### config.mk
export PLATFORM = sky130hd
export DESIGN_NAME = rovt_top
export DESIGN_NICKNAME = d
export VERILOG_FILES = /design/src/pkg/rovt_pkg.sv /design/src/design/rovt_top.sv
export VERILOG_INCLUDE_DIRS = /design/src /design/src/pkg
export SDC_FILE = /design/constraint.sdc
export NUM_CORES = 1
export LEC_CHECK = 0
export BUFFER_PORTS_ARGS = -buffer_cell sky130_fd_sc_hd__buf_2
export CAP_MARGIN = 10
export CORE_ASPECT_RATIO = 2
export CORE_MARGIN = 2
export CORE_UTILIZATION = 57
export CTS_CLUSTER_SIZE = 12
export DETAILED_ROUTE_END_ITERATION = 8
export GPL_ROUTABILITY_DRIVEN = 0
export HOLD_SLACK_MARGIN = 0.05
export PLACE_DENSITY_LB_ADDON = 0.1
export SLEW_MARGIN = 40
export SYNTH_ARGS = -nofsm -noshare
export SYNTH_HDL_FRONTEND = slang
export SYNTH_SLANG_ARGS = --single-unit
### constraint.sdc
create_clock -name ref_clk_i -period 3.55 [get_ports ref_clk_i]
set_input_delay 0.1775 -clock ref_clk_i [delete_from_list [all_inputs] [get_ports ref_clk_i]]
set_output_delay 0.1775 -clock ref_clk_i [all_outputs]
set_load 0.02 [all_outputs]
### src/pkg/rovt_defs.svh
// register map, field positions, reset values and timing constants
`ifndef ROVT_DEFS_SVH
`define ROVT_DEFS_SVH

`define ROVT_ADDR_CTRL 8'h00
`define ROVT_ADDR_THRESH 8'h04
`define ROVT_ADDR_DELAY 8'h08
`define ROVT_ADDR_STATUS 8'h0C
`define ROVT_ADDR_IRQ_STAT 8'h10
`define ROVT_ADDR_IRQ_MASK 8'h14
`define ROVT_ADDR_ELAPSED 8'h18

`define ROVT_CTRL_OPER_BIT 0
`define ROVT_CTRL_STONLY_BIT 1

`define ROVT_STAT_FSM_LSB 0
`define ROVT_STAT_START_BIT 2
`define ROVT_STAT_TRIP_BIT 3
`define ROVT_STAT_GENST_BIT 4
`define ROVT_STAT_GENTR_BIT 5

`define ROVT_IRQ_START_BIT 0
`define ROVT_IRQ_TRIP_BIT 1
`define ROVT_IRQ_DROP_BIT 2

`define ROVT_OPER_RST 1'b1
`define ROVT_STONLY_RST 1'b0
`define ROVT_THR_RST 8'h1E
`define ROVT_THR_MIN 8'h02
`define ROVT_THR_MAX 8'h3C
`define ROVT_DLY_RST 16'h0064
`define ROVT_DLY_MAX 16'hEA60
`define ROVT_MASK_RST 3'h0

`define ROVT_RESP_OKAY 2'h0
`define ROVT_RESP_SLVERR 2'h2

`define ROVT_CLK_PERIOD_NS 8
`define ROVT_MS_NS 1000000
`define ROVT_CYC_PER_MS (`ROVT_MS_NS / `ROVT_CLK_PERIOD_NS)

`endif

### src/pkg/rovt_pkg.sv
// types shared by the residual overvoltage trip block
package rovt_pkg;

  typedef struct packed {
    logic awvalid;
    logic [7:0] awaddr;
    logic wvalid;
    logic [31:0] wdata;
    logic [3:0] wstrb;
    logic bready;
    logic arvalid;
    logic [7:0] araddr;
    logic rready;
  } rovt_axi_req_t;

  typedef struct packed {
    logic awready;
    logic wready;
    logic bvalid;
    logic [1:0] bresp;
    logic arready;
    logic rvalid;
    logic [31:0] rdata;
    logic [1:0] rresp;
  } rovt_axi_rsp_t;

  typedef enum logic [1:0] {
    ROVT_IDLE = 2'b00,
    ROVT_TIMING = 2'b01,
    ROVT_TRIPPED = 2'b11
  } rovt_fsm_t;

  typedef struct packed {
    logic aw_hold;
    logic [7:0] aw_addr;
    logic w_hold;
    logic [31:0] w_data;
    logic [3:0] w_strb;
    logic bvalid;
    logic [1:0] bresp;
    logic rvalid;
    logic [31:0] rdata;
    logic [1:0] rresp;
    logic oper;
    logic st_only;
    logic [7:0] thr;
    logic [15:0] dly;
    logic [2:0] irq_stat;
    logic [2:0] irq_mask;
    rovt_fsm_t fsm;
    logic [31:0] pre;
    logic [15:0] ms_cnt;
    logic start;
    logic trip;
    logic gen_st;
    logic gen_tr;
  } rovt_state_t;

endpackage

### src/design/rovt_top.sv
// residual overvoltage definite-time start/trip decision with AXI4-Lite regs
//
// The address map and register access over AXI4-Lite are this design's own decisions.
`timescale 1ns/1ps
`include "rovt_defs.svh"

module rovt_top #(
  parameter int MAG_W = 8,
  parameter int CYC_PER_MS = `ROVT_CYC_PER_MS
) (
  input wire logic ref_clk_i,
  input wire logic rst_i,
  input wire rovt_pkg::rovt_axi_req_t axi_req_i,
  output rovt_pkg::rovt_axi_rsp_t axi_rsp_o,
  input wire logic [MAG_W-1:0] residual_voltage_magnitude_i,
  input wire logic block_input_i,
  output logic internal_start_flag_o,
  output logic internal_trip_flag_o,
  output logic general_start_out_o,
  output logic general_trip_out_o,
  output logic irq_o
);
  import rovt_pkg::*;

  //////////////////////////////////////////////////////////////////////////
  // state register

  rovt_state_t state_ff;
  rovt_state_t nxt_state;

  localparam rovt_state_t RST_STATE = '{
    aw_hold: 1'b0,
    aw_addr: 8'h00,
    w_hold: 1'b0,
    w_data: 32'h0000_0000,
    w_strb: 4'h0,
    bvalid: 1'b0,
    bresp: `ROVT_RESP_OKAY,
    rvalid: 1'b0,
    rdata: 32'h0000_0000,
    rresp: `ROVT_RESP_OKAY,
    oper: `ROVT_OPER_RST,
    st_only: `ROVT_STONLY_RST,
    thr: `ROVT_THR_RST,
    dly: `ROVT_DLY_RST,
    irq_stat: 3'h0,
    irq_mask: `ROVT_MASK_RST,
    fsm: ROVT_IDLE,
    pre: 32'h0000_0000,
    ms_cnt: 16'h0000,
    start: 1'b0,
    trip: 1'b0,
    gen_st: 1'b0,
    gen_tr: 1'b0
  };

  // prescaler wraps once per millisecond of definite delay
  localparam logic [31:0] PRE_LAST = 32'(CYC_PER_MS - 1);

  // synchronous reset restores the setting defaults
  always_ff @(posedge ref_clk_i) begin
    if (rst_i) begin
      state_ff <= RST_STATE;
    end else begin
      state_ff <= nxt_state;
    end
  end

  //////////////////////////////////////////////////////////////////////////
  // helpers

  function automatic logic [31:0] merge_bytes(
    input logic [31:0] old_v,
    input logic [31:0] new_v,
    input logic [3:0] strb
  );
    logic [31:0] res;
    // lanes without a strobe keep their old contents
    res = old_v;
    for (int b = 0; b < 4; b++) begin
      if (strb[b]) begin
        res[8*b +: 8] = new_v[8*b +: 8];
      end
    end
    return res;
  endfunction

  // out-of-range settings saturate rather than wrap
  function automatic logic [7:0] clamp_thr(input logic [7:0] v);
    logic [7:0] r;
    r = v;
    if (v < `ROVT_THR_MIN) begin
      r = `ROVT_THR_MIN;
    end else if (v > `ROVT_THR_MAX) begin
      r = `ROVT_THR_MAX;
    end
    return r;
  endfunction

  function automatic logic [15:0] clamp_dly(input logic [15:0] v);
    logic [15:0] r;
    r = v;
    if (v > `ROVT_DLY_MAX) begin
      r = `ROVT_DLY_MAX;
    end
    return r;
  endfunction

  function automatic logic [31:0] ctrl_word(
    input logic oper,
    input logic st_only
  );
    logic [31:0] w;
    w = 32'h0000_0000;
    w[`ROVT_CTRL_OPER_BIT] = oper;
    w[`ROVT_CTRL_STONLY_BIT] = st_only;
    return w;
  endfunction

  function automatic logic [31:0] status_word(input rovt_state_t s);
    logic [31:0] w;
    w = 32'h0000_0000;
    w[`ROVT_STAT_FSM_LSB +: 2] = s.fsm;
    w[`ROVT_STAT_START_BIT] = s.start;
    w[`ROVT_STAT_TRIP_BIT] = s.trip;
    w[`ROVT_STAT_GENST_BIT] = s.gen_st;
    w[`ROVT_STAT_GENTR_BIT] = s.gen_tr;
    return w;
  endfunction

  // one bit per event: general start rise, general trip rise, start fall
  function automatic logic [2:0] irq_events(
    input rovt_state_t nx,
    input rovt_state_t cu
  );
    logic [2:0] e;
    e = 3'h0;
    e[`ROVT_IRQ_START_BIT] = nx.gen_st & ~cu.gen_st;
    e[`ROVT_IRQ_TRIP_BIT] = nx.gen_tr & ~cu.gen_tr;
    e[`ROVT_IRQ_DROP_BIT] = ~nx.gen_st & cu.gen_st;
    return e;
  endfunction

  //////////////////////////////////////////////////////////////////////////
  // handshake outputs

  logic aw_take;
  logic w_take;
  logic ar_take;
  logic do_write;

  // write channels refuse while their beat is held or the response waits,
  // so a new write cannot overrun an unaccepted response
  assign aw_take = axi_req_i.awvalid & ~state_ff.aw_hold & ~state_ff.bvalid;
  assign w_take = axi_req_i.wvalid & ~state_ff.w_hold & ~state_ff.bvalid;
  // the read channel refuses while read data still waits
  assign ar_take = axi_req_i.arvalid & ~state_ff.rvalid;
  assign do_write = state_ff.aw_hold & state_ff.w_hold;

  assign axi_rsp_o.awready = ~state_ff.aw_hold & ~state_ff.bvalid;
  assign axi_rsp_o.wready = ~state_ff.w_hold & ~state_ff.bvalid;
  assign axi_rsp_o.bvalid = state_ff.bvalid;
  assign axi_rsp_o.bresp = state_ff.bresp;
  assign axi_rsp_o.arready = ~state_ff.rvalid;
  assign axi_rsp_o.rvalid = state_ff.rvalid;
  assign axi_rsp_o.rdata = state_ff.rdata;
  assign axi_rsp_o.rresp = state_ff.rresp;

  assign internal_start_flag_o = state_ff.start;
  assign internal_trip_flag_o = state_ff.trip;
  assign general_start_out_o = state_ff.gen_st;
  assign general_trip_out_o = state_ff.gen_tr;
  assign irq_o = |(state_ff.irq_stat & state_ff.irq_mask);

  //////////////////////////////////////////////////////////////////////////
  // next state

  always_comb begin
    logic above;
    logic enable;
    logic [31:0] wval;
    logic [31:0] cur;
    logic [2:0] ev;
    logic rd_clr;
    above = 1'b0;
    enable = 1'b0;
    wval = 32'h0000_0000;
    cur = 32'h0000_0000;
    ev = 3'h0;
    rd_clr = 1'b0;
    nxt_state = state_ff;

    // write channel capture, either order
    if (aw_take) begin
      nxt_state.aw_hold = 1'b1;
      nxt_state.aw_addr = axi_req_i.awaddr;
    end
    if (w_take) begin
      nxt_state.w_hold = 1'b1;
      nxt_state.w_data = axi_req_i.wdata;
      nxt_state.w_strb = axi_req_i.wstrb;
    end
    if (state_ff.bvalid && axi_req_i.bready) begin
      nxt_state.bvalid = 1'b0;
    end

    // both beats held: commit the word and raise the response
    if (do_write) begin
      nxt_state.aw_hold = 1'b0;
      nxt_state.w_hold = 1'b0;
      nxt_state.bvalid = 1'b1;
      nxt_state.bresp = `ROVT_RESP_OKAY;
      unique case (state_ff.aw_addr)
        `ROVT_ADDR_CTRL: begin
          cur = ctrl_word(state_ff.oper, state_ff.st_only);
          wval = merge_bytes(cur, state_ff.w_data, state_ff.w_strb);
          nxt_state.oper = wval[`ROVT_CTRL_OPER_BIT];
          nxt_state.st_only = wval[`ROVT_CTRL_STONLY_BIT];
        end
        `ROVT_ADDR_THRESH: begin
          cur = {24'h00_0000, state_ff.thr};
          wval = merge_bytes(cur, state_ff.w_data, state_ff.w_strb);
          nxt_state.thr = clamp_thr(wval[7:0]);
        end
        `ROVT_ADDR_DELAY: begin
          cur = {16'h0000, state_ff.dly};
          wval = merge_bytes(cur, state_ff.w_data, state_ff.w_strb);
          nxt_state.dly = clamp_dly(wval[15:0]);
        end
        `ROVT_ADDR_IRQ_MASK: begin
          cur = {29'h0000_0000, state_ff.irq_mask};
          wval = merge_bytes(cur, state_ff.w_data, state_ff.w_strb);
          nxt_state.irq_mask = wval[2:0];
        end
        `ROVT_ADDR_STATUS,
        `ROVT_ADDR_IRQ_STAT,
        `ROVT_ADDR_ELAPSED: begin
          // read-only: write is ignored
        end
        default: begin
          nxt_state.bresp = `ROVT_RESP_SLVERR;
        end
      endcase
    end

    // read channel
    if (state_ff.rvalid && axi_req_i.rready) begin
      nxt_state.rvalid = 1'b0;
    end
    if (ar_take) begin
      nxt_state.rvalid = 1'b1;
      nxt_state.rresp = `ROVT_RESP_OKAY;
      nxt_state.rdata = 32'h0000_0000;
      unique case (axi_req_i.araddr)
        `ROVT_ADDR_CTRL: begin
          nxt_state.rdata = ctrl_word(state_ff.oper, state_ff.st_only);
        end
        `ROVT_ADDR_THRESH: begin
          nxt_state.rdata[7:0] = state_ff.thr;
        end
        `ROVT_ADDR_DELAY: begin
          nxt_state.rdata[15:0] = state_ff.dly;
        end
        `ROVT_ADDR_STATUS: begin
          nxt_state.rdata = status_word(state_ff);
        end
        `ROVT_ADDR_IRQ_STAT: begin
          // the answer carries the events; the register clears behind it
          nxt_state.rdata[2:0] = state_ff.irq_stat;
          rd_clr = 1'b1;
        end
        `ROVT_ADDR_IRQ_MASK: begin
          nxt_state.rdata[2:0] = state_ff.irq_mask;
        end
        `ROVT_ADDR_ELAPSED: begin
          nxt_state.rdata[15:0] = state_ff.ms_cnt;
        end
        default: begin
          nxt_state.rresp = `ROVT_RESP_SLVERR;
        end
      endcase
    end

    // protection decision; magnitude is the residual fundamental RMS
    // a magnitude equal to the threshold does not start
    above = residual_voltage_magnitude_i > MAG_W'(state_ff.thr);
    // operation off or the block input hold the function idle; the
    // flags drop one edge after either appears
    enable = state_ff.oper & ~block_input_i & above;

    unique case (state_ff.fsm)
      ROVT_IDLE: begin
        nxt_state.pre = 32'h0000_0000;
        nxt_state.ms_cnt = 16'h0000;
        nxt_state.trip = 1'b0;
        nxt_state.start = 1'b0;
        if (enable) begin
          nxt_state.fsm = ROVT_TIMING;
          nxt_state.start = 1'b1;
        end
      end
      ROVT_TIMING: begin
        if (!enable) begin
          nxt_state.fsm = ROVT_IDLE;
          nxt_state.start = 1'b0;
          nxt_state.trip = 1'b0;
          nxt_state.pre = 32'h0000_0000;
          nxt_state.ms_cnt = 16'h0000;
        end else if (state_ff.ms_cnt >= state_ff.dly) begin
          // live compare: a lowered delay trips at the next edge
          nxt_state.fsm = ROVT_TRIPPED;
          nxt_state.trip = 1'b1;
        end else if (state_ff.pre == PRE_LAST) begin
          nxt_state.pre = 32'h0000_0000;
          nxt_state.ms_cnt = state_ff.ms_cnt + 16'h0001;
        end else begin
          nxt_state.pre = state_ff.pre + 32'h0000_0001;
        end
      end
      ROVT_TRIPPED: begin
        // trip holds until the start condition goes away
        if (!enable) begin
          nxt_state.fsm = ROVT_IDLE;
          nxt_state.start = 1'b0;
          nxt_state.trip = 1'b0;
          nxt_state.pre = 32'h0000_0000;
          nxt_state.ms_cnt = 16'h0000;
        end
      end
      default: begin
        nxt_state.fsm = ROVT_IDLE;
        nxt_state.start = 1'b0;
        nxt_state.trip = 1'b0;
      end
    endcase

    // qualified general outputs; start-only keeps the internal trip
    // but withholds the general trip
    nxt_state.gen_st = nxt_state.start;
    nxt_state.gen_tr = nxt_state.trip & ~state_ff.st_only;

    // sticky events; a new event wins over the read clear
    ev = irq_events(nxt_state, state_ff);
    if (rd_clr) begin
      nxt_state.irq_stat = ev;
    end else begin
      nxt_state.irq_stat = state_ff.irq_stat | ev;
    end
  end

endmodule

==> out/metrics.cfg <==
[clock_network]
clk_pin_slew_worst_paths_ns = 0.06
cts_buffers = 17
clock-sinks = 133
h-tree-depth = 4
cts_buffer_depth = 2
post_cts_buffers = 0
cts_resized = 0
cts_tree = built
cts-root-buf = clkbuf_16
worstSkewPairLatency_ns = 0.42

[yosys]
yosysMostFrequentCell = dfxtp_1
synth_edf_count = 0
avgSynthCellArea_um2 = 8.13
synthTopCellsByArea = dfxtp_1 38%, nand2_1 5.8%, a21oi_1 5.6%, ha_1 4.7%, buf_4 4.2%
synth_area_um2 = 6960
yosysSeqAreaShare_pct = 38.3
yosys.area.top_type = dfxtp_1
synth_top_area_share_pct = 38.3
synthCells = 856
synth-async-reset-ratio_pct = 0
synthFlopType = dfxtp_1
synth_common_cells = 133 x dfxtp_1, 108 x nand2_1, 78 x a21oi_1
yosysWarnings = 0
ys_ff_latch = 133
synth.distinct_cells = 66

[place]
port_buffers = 77
pre_cts_slack_ns = 0.442
place_hpwl_um = 14200

[cells_and_area]
diodes = 0
fillCellCount = 1043
final_nets = 1027
syn_to_final_growth_pct = 16.7
seq_area_um2 = 2660
multi_input_area_um2 = 3790
final_layout_size_suffix_gt1_share_pct = 14.2

[global_route]
grt_pass1_vias = 6559
grt_max_degree = 72
antenna_found_initial = 0
grt_overflow = 0
grt_usage_pct = 30.6
grt_pass1_wl_um = 31100

[critical_path]
cp.required_ns = 3.84
cp-start-kind = flip-flop
setup.worst_path.class = reg2reg
cp-end-kind = flip-flop
cp_max_fo = 12
arrival_ns = 3.40

[pwr]
clockPowerShare_pct = 47.7
power.switching_w = 0.000884
switching_share_pct = 24.8
internal_power_w = 0.00269
p_comb_share_pct = 8.2
leakage_nw = 3.06
p_seq_share_pct = 44.2
power_density_nw_per_um2 = 440
total_power_w = 0.00357
vdd_drop_max_v = 0.000404

[route]
wire_per_inst_um = 17.9
viasPerCell = 6.21
drt.antenna.violating_nets = 0
drc = 0
initialDrtViolationCount = 494
firstDrtPassIters = 6
routed_wirelength_um = 19500
num_vias = 6783

[floorplanning]
rows = 57
ios = 114
dieArea_um2 = 13200
die_y_um = 160
fp.coreArea_um2 = 12100
dieWidth_um = 82.1
initial_core_util_pct = 57.7

[sta]
slew_violations = 0
hold_violations = 0
clock_skew_ns = 0.00790
fin_crit_sh_pct = 87.6
worstMarginPinSlew_ns = 0.825
grt_setup_unrepaired = no
setup_viol = 0
fmax_mhz = 322
setup_ws_ns = 0.441
tns_ns = 0
slew_headroom_pct = 44.9
period_minus_slack_ns = 3.11

[hold_path]
min_path_type = in2reg

[status]
status = complete, no violations

[flow_run]
drv_cap = 0

## state kept, by name (all words and copies together), names as in the netlist
register	count
internal_trip_flag_o	1
general_trip_out_o	1
general_start_out_o	1
axi_rsp_o	20
state_ff	110
## worst max-delay path, cell delays in order, from the launching register on
cell,delay (ns)
dfxtp_1,0.38
inv_1,0.08
ha_1,0.29
and4_1,0.24
nand4_1,0.15
or4_1,0.58
and3_1,0.25
buf_4,0.21
o2111ai_1,0.54
or3_1,0.20
a21oi_1,0.06
## area by class of cell
type | count | area share (%)
Multi-Input combinational cell | 628 | 46.8
Sequential cell | 133 | 32.8
Timing Repair Buffer | 119 | 9.53
Clock buffer | 18 | 5.41
Tap cell | 147 | 2.27
Clock inverter | 13 | 1.66
Inverter | 34 | 1.57
## metrics by stage
step | utilization, % | hold slack, ns | std cells | cell area (um2)
after floorplan | - | 0.277 | 873 | 7020
after global placement | 60.0 | 0.367 | 1032 | 7240
after detailed placement | 60.1 | 0.371 | 1032 | 7240
after CTS | 67.3 | 0.206 | 1092 | 8110
after global routing | 67.3 | 0.230 | 1092 | 8120
final | 67.3 | 0.220 | 1092 | 8120
## layout by cell type (no fill, tap or decap), types with 15 or more instances in the layout
master         Yosys  routed
a21oi_1           78      78
dlygate4sd3_1      0      29
o21ai_0           38      38
ha_1              26      26
mux2i_1           17      17
clkbuf_16          0      17
conb_1             1      18
or3_1             16      16
nand2_1          108     108
inv_1             34      34
xor2_1            17      17
buf_2              5      77
nand4_1           18      18
nor3_1            27      27
nor2_1            73      73
dfxtp_1          133     133
or4_1             15      15
## metal layers
| layer | global-route usage, % | wire length [um] | up-vias | part of all wire (%) |
|---|---|---|---|---|
| met3 | 5.03 | 870 | 86 | 4.5 |
| met1 | 32.1 | 7050 | 3203 | 36 |
| li1 | - | - | 3219 | - |
| met2 | 53.2 | 10200 | 275 | 52 |
| met5 | 0 | 0 | - | 0 |
| met4 | 20.8 | 1360 | 0 | 7.0 |
## cell families after synthesis
kind of cell             count (synthesis)  synth area share, %
AND/OR/NAND/NOR                        325                 22.8
AO/OA/AOI/OAI                          223                 21.0
buffers and inverters                  112                 8.34
multiplexers                            17                 2.45
adder cells (fa/ha/maj)                 26                 4.68
flip-flops                             133                 38.3
XOR/XNOR                                19                 2.39
other                                    1               0.0539
## power by group through the flow
stage	logic, W	registers [W]	clock network [W]
2_1_floorplan	0.000216	0.00159	0
3_3_place_gp	0.000252	0.00160	0
3_5_place_dp	0.000261	0.00161	0
4_1_cts	0.000287	0.00157	0.00172
5_1_grt	0.000322	0.00158	0.00179
6_report	0.000291	0.00158	0.00170
## path summary, 6_finish.rpt
path	slack, ns	cells past startpoint	endpoint	startpoint
max	0.44	10	state_ff[47]	state_ff[74]
max reg2reg	0.44	10	state_ff[47]	state_ff[74]
min reg2reg	0.45	2	state_ff[166]	state_ff[166]
min	0.22	3	axi_rsp_o[1]	axi_req_i[4]
## timing repair
item | 4_1_cts | 5_1_grt
endpoints found under the hold margin | 28 | 0
endpoints found under the setup margin | 0 | 0
hold buffers | 29 | 0
Note: power is estimated with default switching activity, not from simulation.
